## src/hw/mid_pkg.sv

```systemverilog
// package: instruction word layout, opcode classes and timing constants for the decoder
`default_nettype none
package mid_pkg;
  // word and field widths
  localparam int WORD_W = 14;
  localparam int FILE_W = 7;
  localparam int BIT_W = 3;
  localparam int LIT8_W = 8;
  localparam int LIT11_W = 11;
  // field positions
  localparam int DEST_POS = 7;
  localparam int BIT_LSB = 7;
  localparam int GRP_LSB = 12;
  localparam int SUB_LSB = 8;
  // oscillator periods per instruction cycle
  localparam int QUARTERS = 4;
  localparam logic [1:0] PHASE_LAST = 2'h3;
  localparam logic [1:0] PHASE_RST = 2'h0;
  // reset values and the nop word for flushed slots
  localparam logic [13:0] WORD_RST = 14'h0000;
  localparam logic [13:0] NOP_WORD = 14'h0000;
  localparam logic [7:0] ACC_RST = 8'h00;
  // opcode groups (two top bits)
  localparam logic [1:0] GRP_BYTE = 2'h0;
  localparam logic [1:0] GRP_BIT = 2'h1;
  localparam logic [1:0] GRP_JUMP = 2'h2;
  localparam logic [1:0] GRP_LIT = 2'h3;
  // byte group sub-codes (bits 11:8)
  localparam logic [3:0] SUB_MISC = 4'h0;
  localparam logic [3:0] SUB_DECSZ = 4'hb;
  localparam logic [3:0] SUB_INCSZ = 4'hf;
  // bit group sub-codes (bits 11:10)
  localparam logic [1:0] BSUB_SKIPCLR = 2'h2;
  localparam logic [1:0] BSUB_SKIPSET = 2'h3;
  // literal group sub-codes (bits 11:9 for add, bits 11:10 for return-literal)
  localparam logic [2:0] LSUB_ADD = 3'h7;
  localparam logic [1:0] LSUB_RETLIT = 2'h1;
  // control words with all-zero upper byte
  localparam logic [7:0] LOW_RETURN = 8'h08;
  localparam logic [7:0] LOW_RETINT = 8'h09;
  // operation classes handed downstream
  typedef enum logic [2:0] {
    OP_NONE = 3'h0,
    OP_BYTE = 3'h1,
    OP_BIT = 3'h2,
    OP_LIT = 3'h3,
    OP_BRANCH = 3'h4,
    OP_ADDLIT = 3'h5
  } mid_class_t;
  // instruction cycle state
  typedef enum logic [0:0] {
    ST_EXEC = 1'h0,
    ST_FLUSH = 1'h1
  } mid_state_t;
endpackage
`default_nettype wire

```

## src/hw/mid_phase.sv

```systemverilog
// quarter-cycle counter: four oscillator periods form one instruction cycle
`default_nettype none
module mid_phase
  import mid_pkg::*;
(
  // clock and reset
  input wire logic clk_in,
  input wire logic rst_in,
  // phase outputs
  output logic [1:0] phase_out,
  output logic cycle_end_out
);
  logic [1:0] next_phase;

  // wrap after the fourth period
  assign next_phase = (phase_out == PHASE_LAST) ? PHASE_RST : phase_out + 2'h1;
  assign cycle_end_out = (phase_out == PHASE_LAST);

  // phase register
  always_ff @(posedge clk_in) begin
    if (rst_in) begin
      phase_out <= PHASE_RST;
    end else begin
      phase_out <= next_phase;
    end
  end
endmodule
`default_nettype wire

```

## src/hw/mid_decode.sv

```systemverilog
// instruction decoder: field extraction, two-cycle timing and literal add
// Operation
// - every instruction is one 14-bit word split into an opcode and operand fields.
// - for byte operations destination bit 0 steers the result to the accumulator, 1 to the file.
// - the file field of byte and bit operations addresses locations 0x00 to 0x7f.
// - bit operations carry a 3-bit field naming one bit of the 8-bit file register.
// - literal and control operations carry an 8-bit data or 11-bit target literal.
// - don't-care opcode bits never change the decoded operation.
// - one cycle per instruction, two when a skip succeeds or the counter changes, the second a nop.
// - one instruction cycle is four oscillator periods.
// - add-literal adds its 8-bit literal to the accumulator and updates carry, digit carry, zero.
`default_nettype none
module mid_decode
  import mid_pkg::*;
(
  // clock and reset
  input wire logic clk_in,
  input wire logic rst_in,
  // instruction word from program memory, sampled at cycle end
  input wire logic [13:0] word_in,
  // skip condition result from the datapath for the current word
  input wire logic skip_true_in,
  // decoded fields
  output logic [2:0] class_out,
  output logic [6:0] file_addr_out,
  output logic dest_file_out,
  output logic dest_acc_out,
  output logic [2:0] bit_num_out,
  output logic [7:0] lit8_out,
  output logic [10:0] lit11_out,
  output logic branch_out,
  output logic skip_op_out,
  // timing
  output logic [1:0] phase_out,
  output logic cycle_end_out,
  output logic flush_out,
  // accumulator and flags for add-literal
  output logic [7:0] acc_out,
  output logic carry_out,
  output logic digit_carry_out,
  output logic zero_out
);
  logic [13:0] word;
  mid_state_t state;
  mid_state_t next_state;
  logic [1:0] phase;
  logic cyc_end;
  logic [1:0] grp;
  logic [3:0] sub;
  logic [7:0] low;
  logic is_byte, is_bit, is_jump, is_lit, is_retlit, is_ret, is_retint, is_addlit;
  logic is_skip_op, is_pc_change, two_cycle;
  mid_class_t next_class;
  logic [8:0] sum;
  logic [4:0] nib_sum;

  mid_phase u_phase (
    .clk_in(clk_in),
    .rst_in(rst_in),
    .phase_out(phase),
    .cycle_end_out(cyc_end)
  );

  // opcode split of the current word
  assign grp = word[13:GRP_LSB];
  assign sub = word[11:SUB_LSB];
  assign low = word[7:0];
  assign is_byte = (grp == GRP_BYTE);
  assign is_bit = (grp == GRP_BIT);
  assign is_jump = (grp == GRP_JUMP);
  assign is_lit = (grp == GRP_LIT);
  // don't-care bit 8 is left out of both compares, bit 9 only out of the return-literal one
  assign is_addlit = is_lit && (sub[3:1] == LSUB_ADD);
  assign is_retlit = is_lit && (sub[3:2] == LSUB_RETLIT);
  assign is_ret = is_byte && (sub == SUB_MISC) && (low == LOW_RETURN);
  assign is_retint = is_byte && (sub == SUB_MISC) && (low == LOW_RETINT);
  assign is_skip_op = (is_byte && (sub == SUB_DECSZ || sub == SUB_INCSZ))
    || (is_bit && (sub[3:2] == BSUB_SKIPCLR || sub[3:2] == BSUB_SKIPSET));
  assign is_pc_change = is_jump || is_retlit || is_ret || is_retint;
  // two cycles when the counter changes or a skip test succeeds
  assign two_cycle = is_pc_change || (is_skip_op && skip_true_in);

  // class selection
  assign next_class = (state == ST_FLUSH) ? OP_NONE
    : is_addlit ? OP_ADDLIT
    : is_pc_change ? OP_BRANCH
    : is_lit ? OP_LIT
    : is_bit ? OP_BIT
    : OP_BYTE;

  // second cycle always follows a two-cycle word
  assign next_state = (state == ST_EXEC && two_cycle) ? ST_FLUSH : ST_EXEC;

  // add-literal arithmetic
  assign sum = {1'b0, acc_out} + {1'b0, word[7:0]};
  assign nib_sum = {1'b0, acc_out[3:0]} + {1'b0, word[3:0]};

  // instruction latch: a flushed slot is replaced by a nop
  always_ff @(posedge clk_in) begin
    if (rst_in) begin
      word <= WORD_RST;
    end else if (cyc_end) begin
      word <= (next_state == ST_FLUSH) ? NOP_WORD : word_in;
    end
  end

  // instruction cycle state
  always_ff @(posedge clk_in) begin
    if (rst_in) begin
      state <= ST_EXEC;
    end else if (cyc_end) begin
      case (state)
        ST_EXEC: state <= next_state;
        ST_FLUSH: state <= ST_EXEC;
        default: state <= ST_EXEC;
      endcase
    end
  end

  // registered field outputs for the current word
  always_ff @(posedge clk_in) begin
    if (rst_in) begin
      class_out <= OP_NONE;
      file_addr_out <= 7'h00;
      dest_file_out <= 1'b0;
      dest_acc_out <= 1'b0;
      bit_num_out <= 3'h0;
      lit8_out <= 8'h00;
      lit11_out <= 11'h000;
      branch_out <= 1'b0;
      skip_op_out <= 1'b0;
    end else begin
      class_out <= next_class;
      file_addr_out <= word[FILE_W-1:0];
      // only a real byte operation steers a result; flush slots and returns write nowhere
      dest_file_out <= (next_class == OP_BYTE) && word[DEST_POS];
      dest_acc_out <= (next_class == OP_BYTE) && !word[DEST_POS];
      bit_num_out <= word[BIT_LSB+BIT_W-1:BIT_LSB];
      lit8_out <= word[LIT8_W-1:0];
      lit11_out <= word[LIT11_W-1:0];
      branch_out <= (state == ST_EXEC) && is_pc_change;
      skip_op_out <= (state == ST_EXEC) && is_skip_op;
    end
  end

  // timing outputs
  always_ff @(posedge clk_in) begin
    if (rst_in) begin
      phase_out <= PHASE_RST;
      cycle_end_out <= 1'b0;
      flush_out <= 1'b0;
    end else begin
      phase_out <= phase;
      cycle_end_out <= cyc_end;
      flush_out <= (state == ST_EXEC) && two_cycle;
    end
  end

  // accumulator and flags, written at the end of an add-literal cycle
  always_ff @(posedge clk_in) begin
    if (rst_in) begin
      acc_out <= ACC_RST;
      carry_out <= 1'b0;
      digit_carry_out <= 1'b0;
      zero_out <= 1'b0;
    end else if (cyc_end && state == ST_EXEC && is_addlit) begin
      acc_out <= sum[7:0];
      carry_out <= sum[8];
      digit_carry_out <= nib_sum[4];
      zero_out <= (sum[7:0] == 8'h00);
    end
  end
endmodule
`default_nettype wire

```

## config.mk

```make
export PLATFORM = sky130hd
export DESIGN_NAME = mid_decode
export DESIGN_NICKNAME = d
export VERILOG_FILES = /design/src/hw/mid_pkg.sv /design/src/hw/mid_phase.sv /design/src/hw/mid_decode.sv
export SDC_FILE = /design/constraint.sdc
export NUM_CORES = 1
export LEC_CHECK = 0
export BUFFER_PORTS_ARGS = -buffer_cell sky130_fd_sc_hd__buf_4
export CAP_MARGIN = 5
export CORE_MARGIN = 10
export CORE_UTILIZATION = 45
export CTS_CLUSTER_DIAMETER = 100
export CTS_CLUSTER_SIZE = 20
export DETAILED_ROUTE_END_ITERATION = 8
export HOLD_SLACK_MARGIN = 0.03
export PLACE_DENSITY = 0.72
export SETUP_SLACK_MARGIN = 0.4
export SLEW_MARGIN = 0
export SYNTH_ARGS = -nofsm -noshare
export SYNTH_HDL_FRONTEND = slang
export SYNTH_SLANG_ARGS = --single-unit
```

## constraint.sdc

```tcl
create_clock -name clk_in -period 2.5 [get_ports clk_in]
set_input_delay 0.5 -clock clk_in [delete_from_list [all_inputs] [get_ports clk_in]]
set_output_delay 0.5 -clock clk_in [all_outputs]
set_load 0.02 [all_outputs]
```

Word-level counts from Yosys, hierarchy flattened --
Cells that the tools add are included.
Cells by class: reduce and logical (&&, ||, !) cells 27, add/subtract/negate cells 3, equal/unequal tests 13, mux-type cells 8, bitwise operators 1
Operators by type and width (number):
- $eq 8x4->1 const B | 2
- $logic_and 1x1->1 | 15
- $mux 14 | 1
- $eq 2x2->1 const B | 5
- $add 8x8->9 | 1
- $mux 3 | 3
- $eq 4x4->1 const B | 2
- $logic_not 8->1 | 1
- $logic_or 1x1->1 | 7
- $add 4x4->5 | 1
- $eq 2x1->1 const B | 2
- $logic_not 4->1 | 1
- $mux 2 | 2
- $eq 3x1->1 const B | 1
- $eq 3x3->1 const B | 1
- $add 2x1->2 const B | 1
- $logic_not 2->1 | 1
- $pmux 1 s2 | 1
- $reduce_or 2->1 | 1
- $logic_not 1->1 | 1
- $mux 1 | 1
- $not 1->1 | 1
Storage, ports and cells: flip-flop bits (word level) 68, bits of input ports 17, output and inout bits 51

Logic depth before layout (Yosys ltp) --
word-level depth 10, mapped depth 7

By module --
A second synthesis with hierarchy kept.
Second synthesis, totals: cell total of the unflattened synthesis 252, area, all modules 2244.7 um^2
By module, submodules not included:
- mid_decode | seq. area each 960.9 um^2, area an instance 2169.6 um^2, times used 1, cells an instance 247
- mid_phase | seq. area each 40.0 um^2, area an instance 75.1 um^2, times used 1, cells an instance 5

Least setup slack after synthesis --
OpenSTA, ideal clock, no wires.
kind reg-to-reg, start point register acc_out[0], end point register zero_out, path buffers 0, required time 2.433 ns, setup time 0.067 ns, cell stages (with the launch flop) 8, period minus slack after synthesis 2.144 ns, arrival time 2.077 ns, setup slack 0.356 ns, cell sequence dfxtp_1 > ha_1 > fa_1 > a21o_1 > a221oi_2 > xnor2_1 > a2111o_1 > o21ai_2
Between the ends: word-level cells in the longest chain between the ends 2
RTL lines:
- start: declaration | line mid_decode.sv:38 | output logic [7:0] acc_out,
- start signal: assignment | line mid_decode.sv:167 | acc_out <= sum[7:0];
- $add 8x8->9 | line mid_decode.sv:95 | assign sum = {1'b0, acc_out} + {1'b0, word[7:0]};
- $logic_not 8->1 | line mid_decode.sv:170 | zero_out <= (sum[7:0] == 8'h00);
- end signal: assignment | line mid_decode.sv:170
- end: declaration | line mid_decode.sv:41 | output logic zero_out
No other way between the ends. A chain may end at the register's enable or synchronous reset.

Final worst setup path --
start point register acc_out[2], end point register zero_out
Same word-level chain as after synthesis.

==> summary.txt <==
Cells and area
  • Area of the multi-input gates: 1030 sq um
  • Layout cells sized above 1: 0.366
  • Design area: roughly 2800 sq um
  • FILL cells: 430
  • Sequential cell area: just over 1000 sq um
  • Fin nets: about 310
  • Area growth, synth to finish: 26.1%
  • ANT cells: 0

Synth
  • Ys async rst share: 0
  • Post-synth EDFFs: 0
  • Ys flop type: dfxtp_1
  • Post-synthesis sequential area ratio: 0.456
  • Cell variety after synth: 40
  • Syn Std Cell Area: ~2200 sq um
  • Avg Cell Area, Syn: 9.68 sq um
  • Cell count after synthesis: about 230
  • Yosys warns: 0
  • Syn nets: between 200 and 300
  • Yosys reg bits: 50

Routing
  • Post-route DRC: 0
  • Routed Antenna Nets: 0
  • Wire per inst: roughly 14 microns
  • WL final: around 5000 microns
  • Router iterations before antenna repair: 4
  • Vias: approximately 1.7k
  • Via-per-instance ratio: slightly below 5
  • DR iter-0 viols: 85

Place
  • Dpl hpwl: approximately 3700 microns
  • I/O Buffers: 67
  • DP Area: roughly 2600 sq um
  • Final GP Congestion: between 0.8 and 0.9

Critical path
  • Crit-path max FO: 4
  • Max incr delay on CP: 0.44 ns
  • Critical-path top delay cell: a2111o_1
  • Worst path top cell family by delay: compound AO/OA/AOI/OAI gates
  • CP endpoint kind: flip-flop
  • CP Data Arrival Time: 2.26 ns
  • CP startpoint kind: flip-flop
  • Req. time, crit path: 2.74 ns
  • Most Frequent Cell on Critical Path: o211ai_1
  • CP Cell Sequence: ha_1 > o211ai_1 > o211ai_1 > a211o_1 > a2111o_1 > o21ai_2
  • CP Buf/Inv Count: 0
  • WS Path Type: flip-flop to flip-flop

Floorplan
  • Die area: around 8000 sq um
  • Initial core utilization: 0.465
  • I/O pin cnt: between 60 and 70
  • Die width: about 90 microns
  • Cell Rows: 25
  • Core area: roughly 4700 sq um
  • Die H: 89.9 microns

CTS
  • CTS root buffer: clkbuf_8
  • H-tree Lvls: 2
  • CTS tree: yes
  • CTS sink cnt: 50
  • Clock Path Buffers: 2
  • CTS buffer count: 5
  • Clk_lat worst skew: 0.30 ns
  • Register clock-pin slew on the reported worst setup and hold paths: ~0.09 ns

Global route
  • Vias in the first global route: ~1.7k
  • First-pass GRT wire length: 8200 microns
  • Gr usage total: 0.121
  • Largest net degree at the start of global routing: between 40 and 50
  • Initial antenna violation count: 0
  • GRT overflow: 0

Job
  • Max_cap viols: 0

Power
  • Leakage: 1.19 nW
  • VDD IR max: 0.000231 V
  • Power per cell area: approximately 530 nW/um^2

Timing
  • Final setup fails: 0
  • Fin crit share: 0.808
  • Final setup TNS: 0 ns
  • Pins Over Slew Limit: 0
  • Final Hold Fails: 0
  • RSZ-0062 raised after global routing: yes
  • Clock skew: ~0.0080 ns
  • Tightest Pin Transition: about 0.48 ns
  • Slew HR: 0.677
  • Final min period: ~2.0 ns
  • Fmax: 0.495 GHz

Status
  • Status: complete, no violations

Hold path
  • HP Class: flip-flop to flip-flop
==> synth_stat cells, drive strengths merged, types with 6 or more instances <==
library cell,n,area (sq um)
nand2b,15,93.8
nor2b,14,87.6
clkbuf,6,22.5
nand3,16,80.1
mux2i,6,60.1
buf,22,159
dfxtp,50,1000
ha,9,113
a21oi,21,105
nor2,17,63.8
==> report_power, final <==
part | internal [W] | switching, W
clock | 0.000191 | 0.000261
sequential | 0.000825 | 0.0000227
combinational | 0.0000807 | 0.0000914
==> cell type report <==
| class | instances | area share |
|---|---|---|
| clock inverter | 2 | 0.00542 |
| inverter | 5 | 0.00678 |
| multi-input combinational | 144 | 0.371 |
| tap | 67 | 0.0303 |
| clock buffer | 5 | 0.0248 |
| timing repair buffer | 73 | 0.198 |
| sequential | 50 | 0.364 |
==> metrics by stage <==
| stage | hold slack [ns] | util | setup WS, ns | instances | total power (W) |
|---|---|---|---|---|---|
| after global routing | 0.456 | 0.586 | 0.392 | 346 | 0.00154 |
| after floorplan | 0.419 | - | 0.412 | 227 | 0.000972 |
| final | 0.452 | 0.586 | 0.481 | 346 | 0.00147 |
| after CTS | 0.458 | 0.578 | 0.407 | 345 | 0.00148 |
| after global placement | 0.441 | 0.556 | 0.437 | 336 | 0.00103 |
| after detailed placement | 0.448 | 0.556 | 0.372 | 336 | 0.00104 |
==> flip-flops by register name, indices dropped and copies added, names as in the netlist <==
signal	cells
dest_acc_out	1
bit_num_out	2
carry_out	1
file_addr_out	6
skip_op_out	1
acc_out	8
branch_out	1
digit_carry_out	1
flush_out	1
u_phase.phase_out	2
word	14
state	1
class_out	3
lit11_out	2
dest_file_out	1
lit8_out	1
phase_out	2
cycle_end_out	1
zero_out	1
==> path summary, 6_finish.rpt <==
path | from | end | slack [ns] | cells after the start
worst min-delay path | u_phase.phase_out[0]$_SDFF_PP0_ | u_phase.phase_out[0]$_SDFF_PP0_ | 0.45 | 1
worst max register to register | acc_out[2]$_SDFFE_PP0P_ | zero_out$_SDFFE_PP0P_ | 0.48 | 6
worst min register to register | u_phase.phase_out[0]$_SDFF_PP0_ | u_phase.phase_out[0]$_SDFF_PP0_ | 0.45 | 1
worst max-delay path | acc_out[2]$_SDFFE_PP0P_ | zero_out$_SDFFE_PP0P_ | 0.48 | 6
==> cells in the final DEF, fill, tap and decap left out, types with 2 or more instances in the layout <==
master,n
buf_4,73
nand2_1,3
o21ai_0,2
a211oi_2,4
a21o_1,3
clkinvlp_4,2
xnor2_1,3
a21oi_1,19
dfxtp_1,44
o211ai_1,4
ha_1,8
nor2_1,17
mux2i_1,6
clkbuf_8,5
nor3_1,5
nor2b_1,14
nor3b_1,2
nor4b_1,2
nand2b_1,15
dfxtp_2,6
a21oi_2,2
inv_1,5
nand3_1,16
==> routing by layer <==
layer  wire length (microns)  GRT usage  part of all wire
met1                    2260      0.140              0.45
met5                       0          0                 0
met4                     106     0.0531             0.021
met2                    2300      0.199              0.46
met3                     347     0.0391             0.069
==> timing repair <==
item                                    CTS  global route
hold endpoints to repair                  0             0
gates cloned                              0             0
resized for setup                         1            10
hold buffers                              0             0
endpoints found under the setup margin    1             3
pin swaps                                 2             6
setup buffers                             2             1
==> logic make-up after synthesis <==
| kind of cell | after synthesis | share of synthesized area |
|---|---|---|
| AO/OA/AOI/OAI | 43 | 0.141 |
| XOR/XNOR | 5 | 0.0199 |
| adder cells (fa/ha/maj) | 10 | 0.0604 |
| buffers and inverters | 33 | 0.0911 |
| flip-flops | 50 | 0.456 |
| multiplexers | 6 | 0.0273 |
| AND/OR/NAND/NOR | 80 | 0.205 |
No activity file was read; power rests on OpenSTA's default activity.
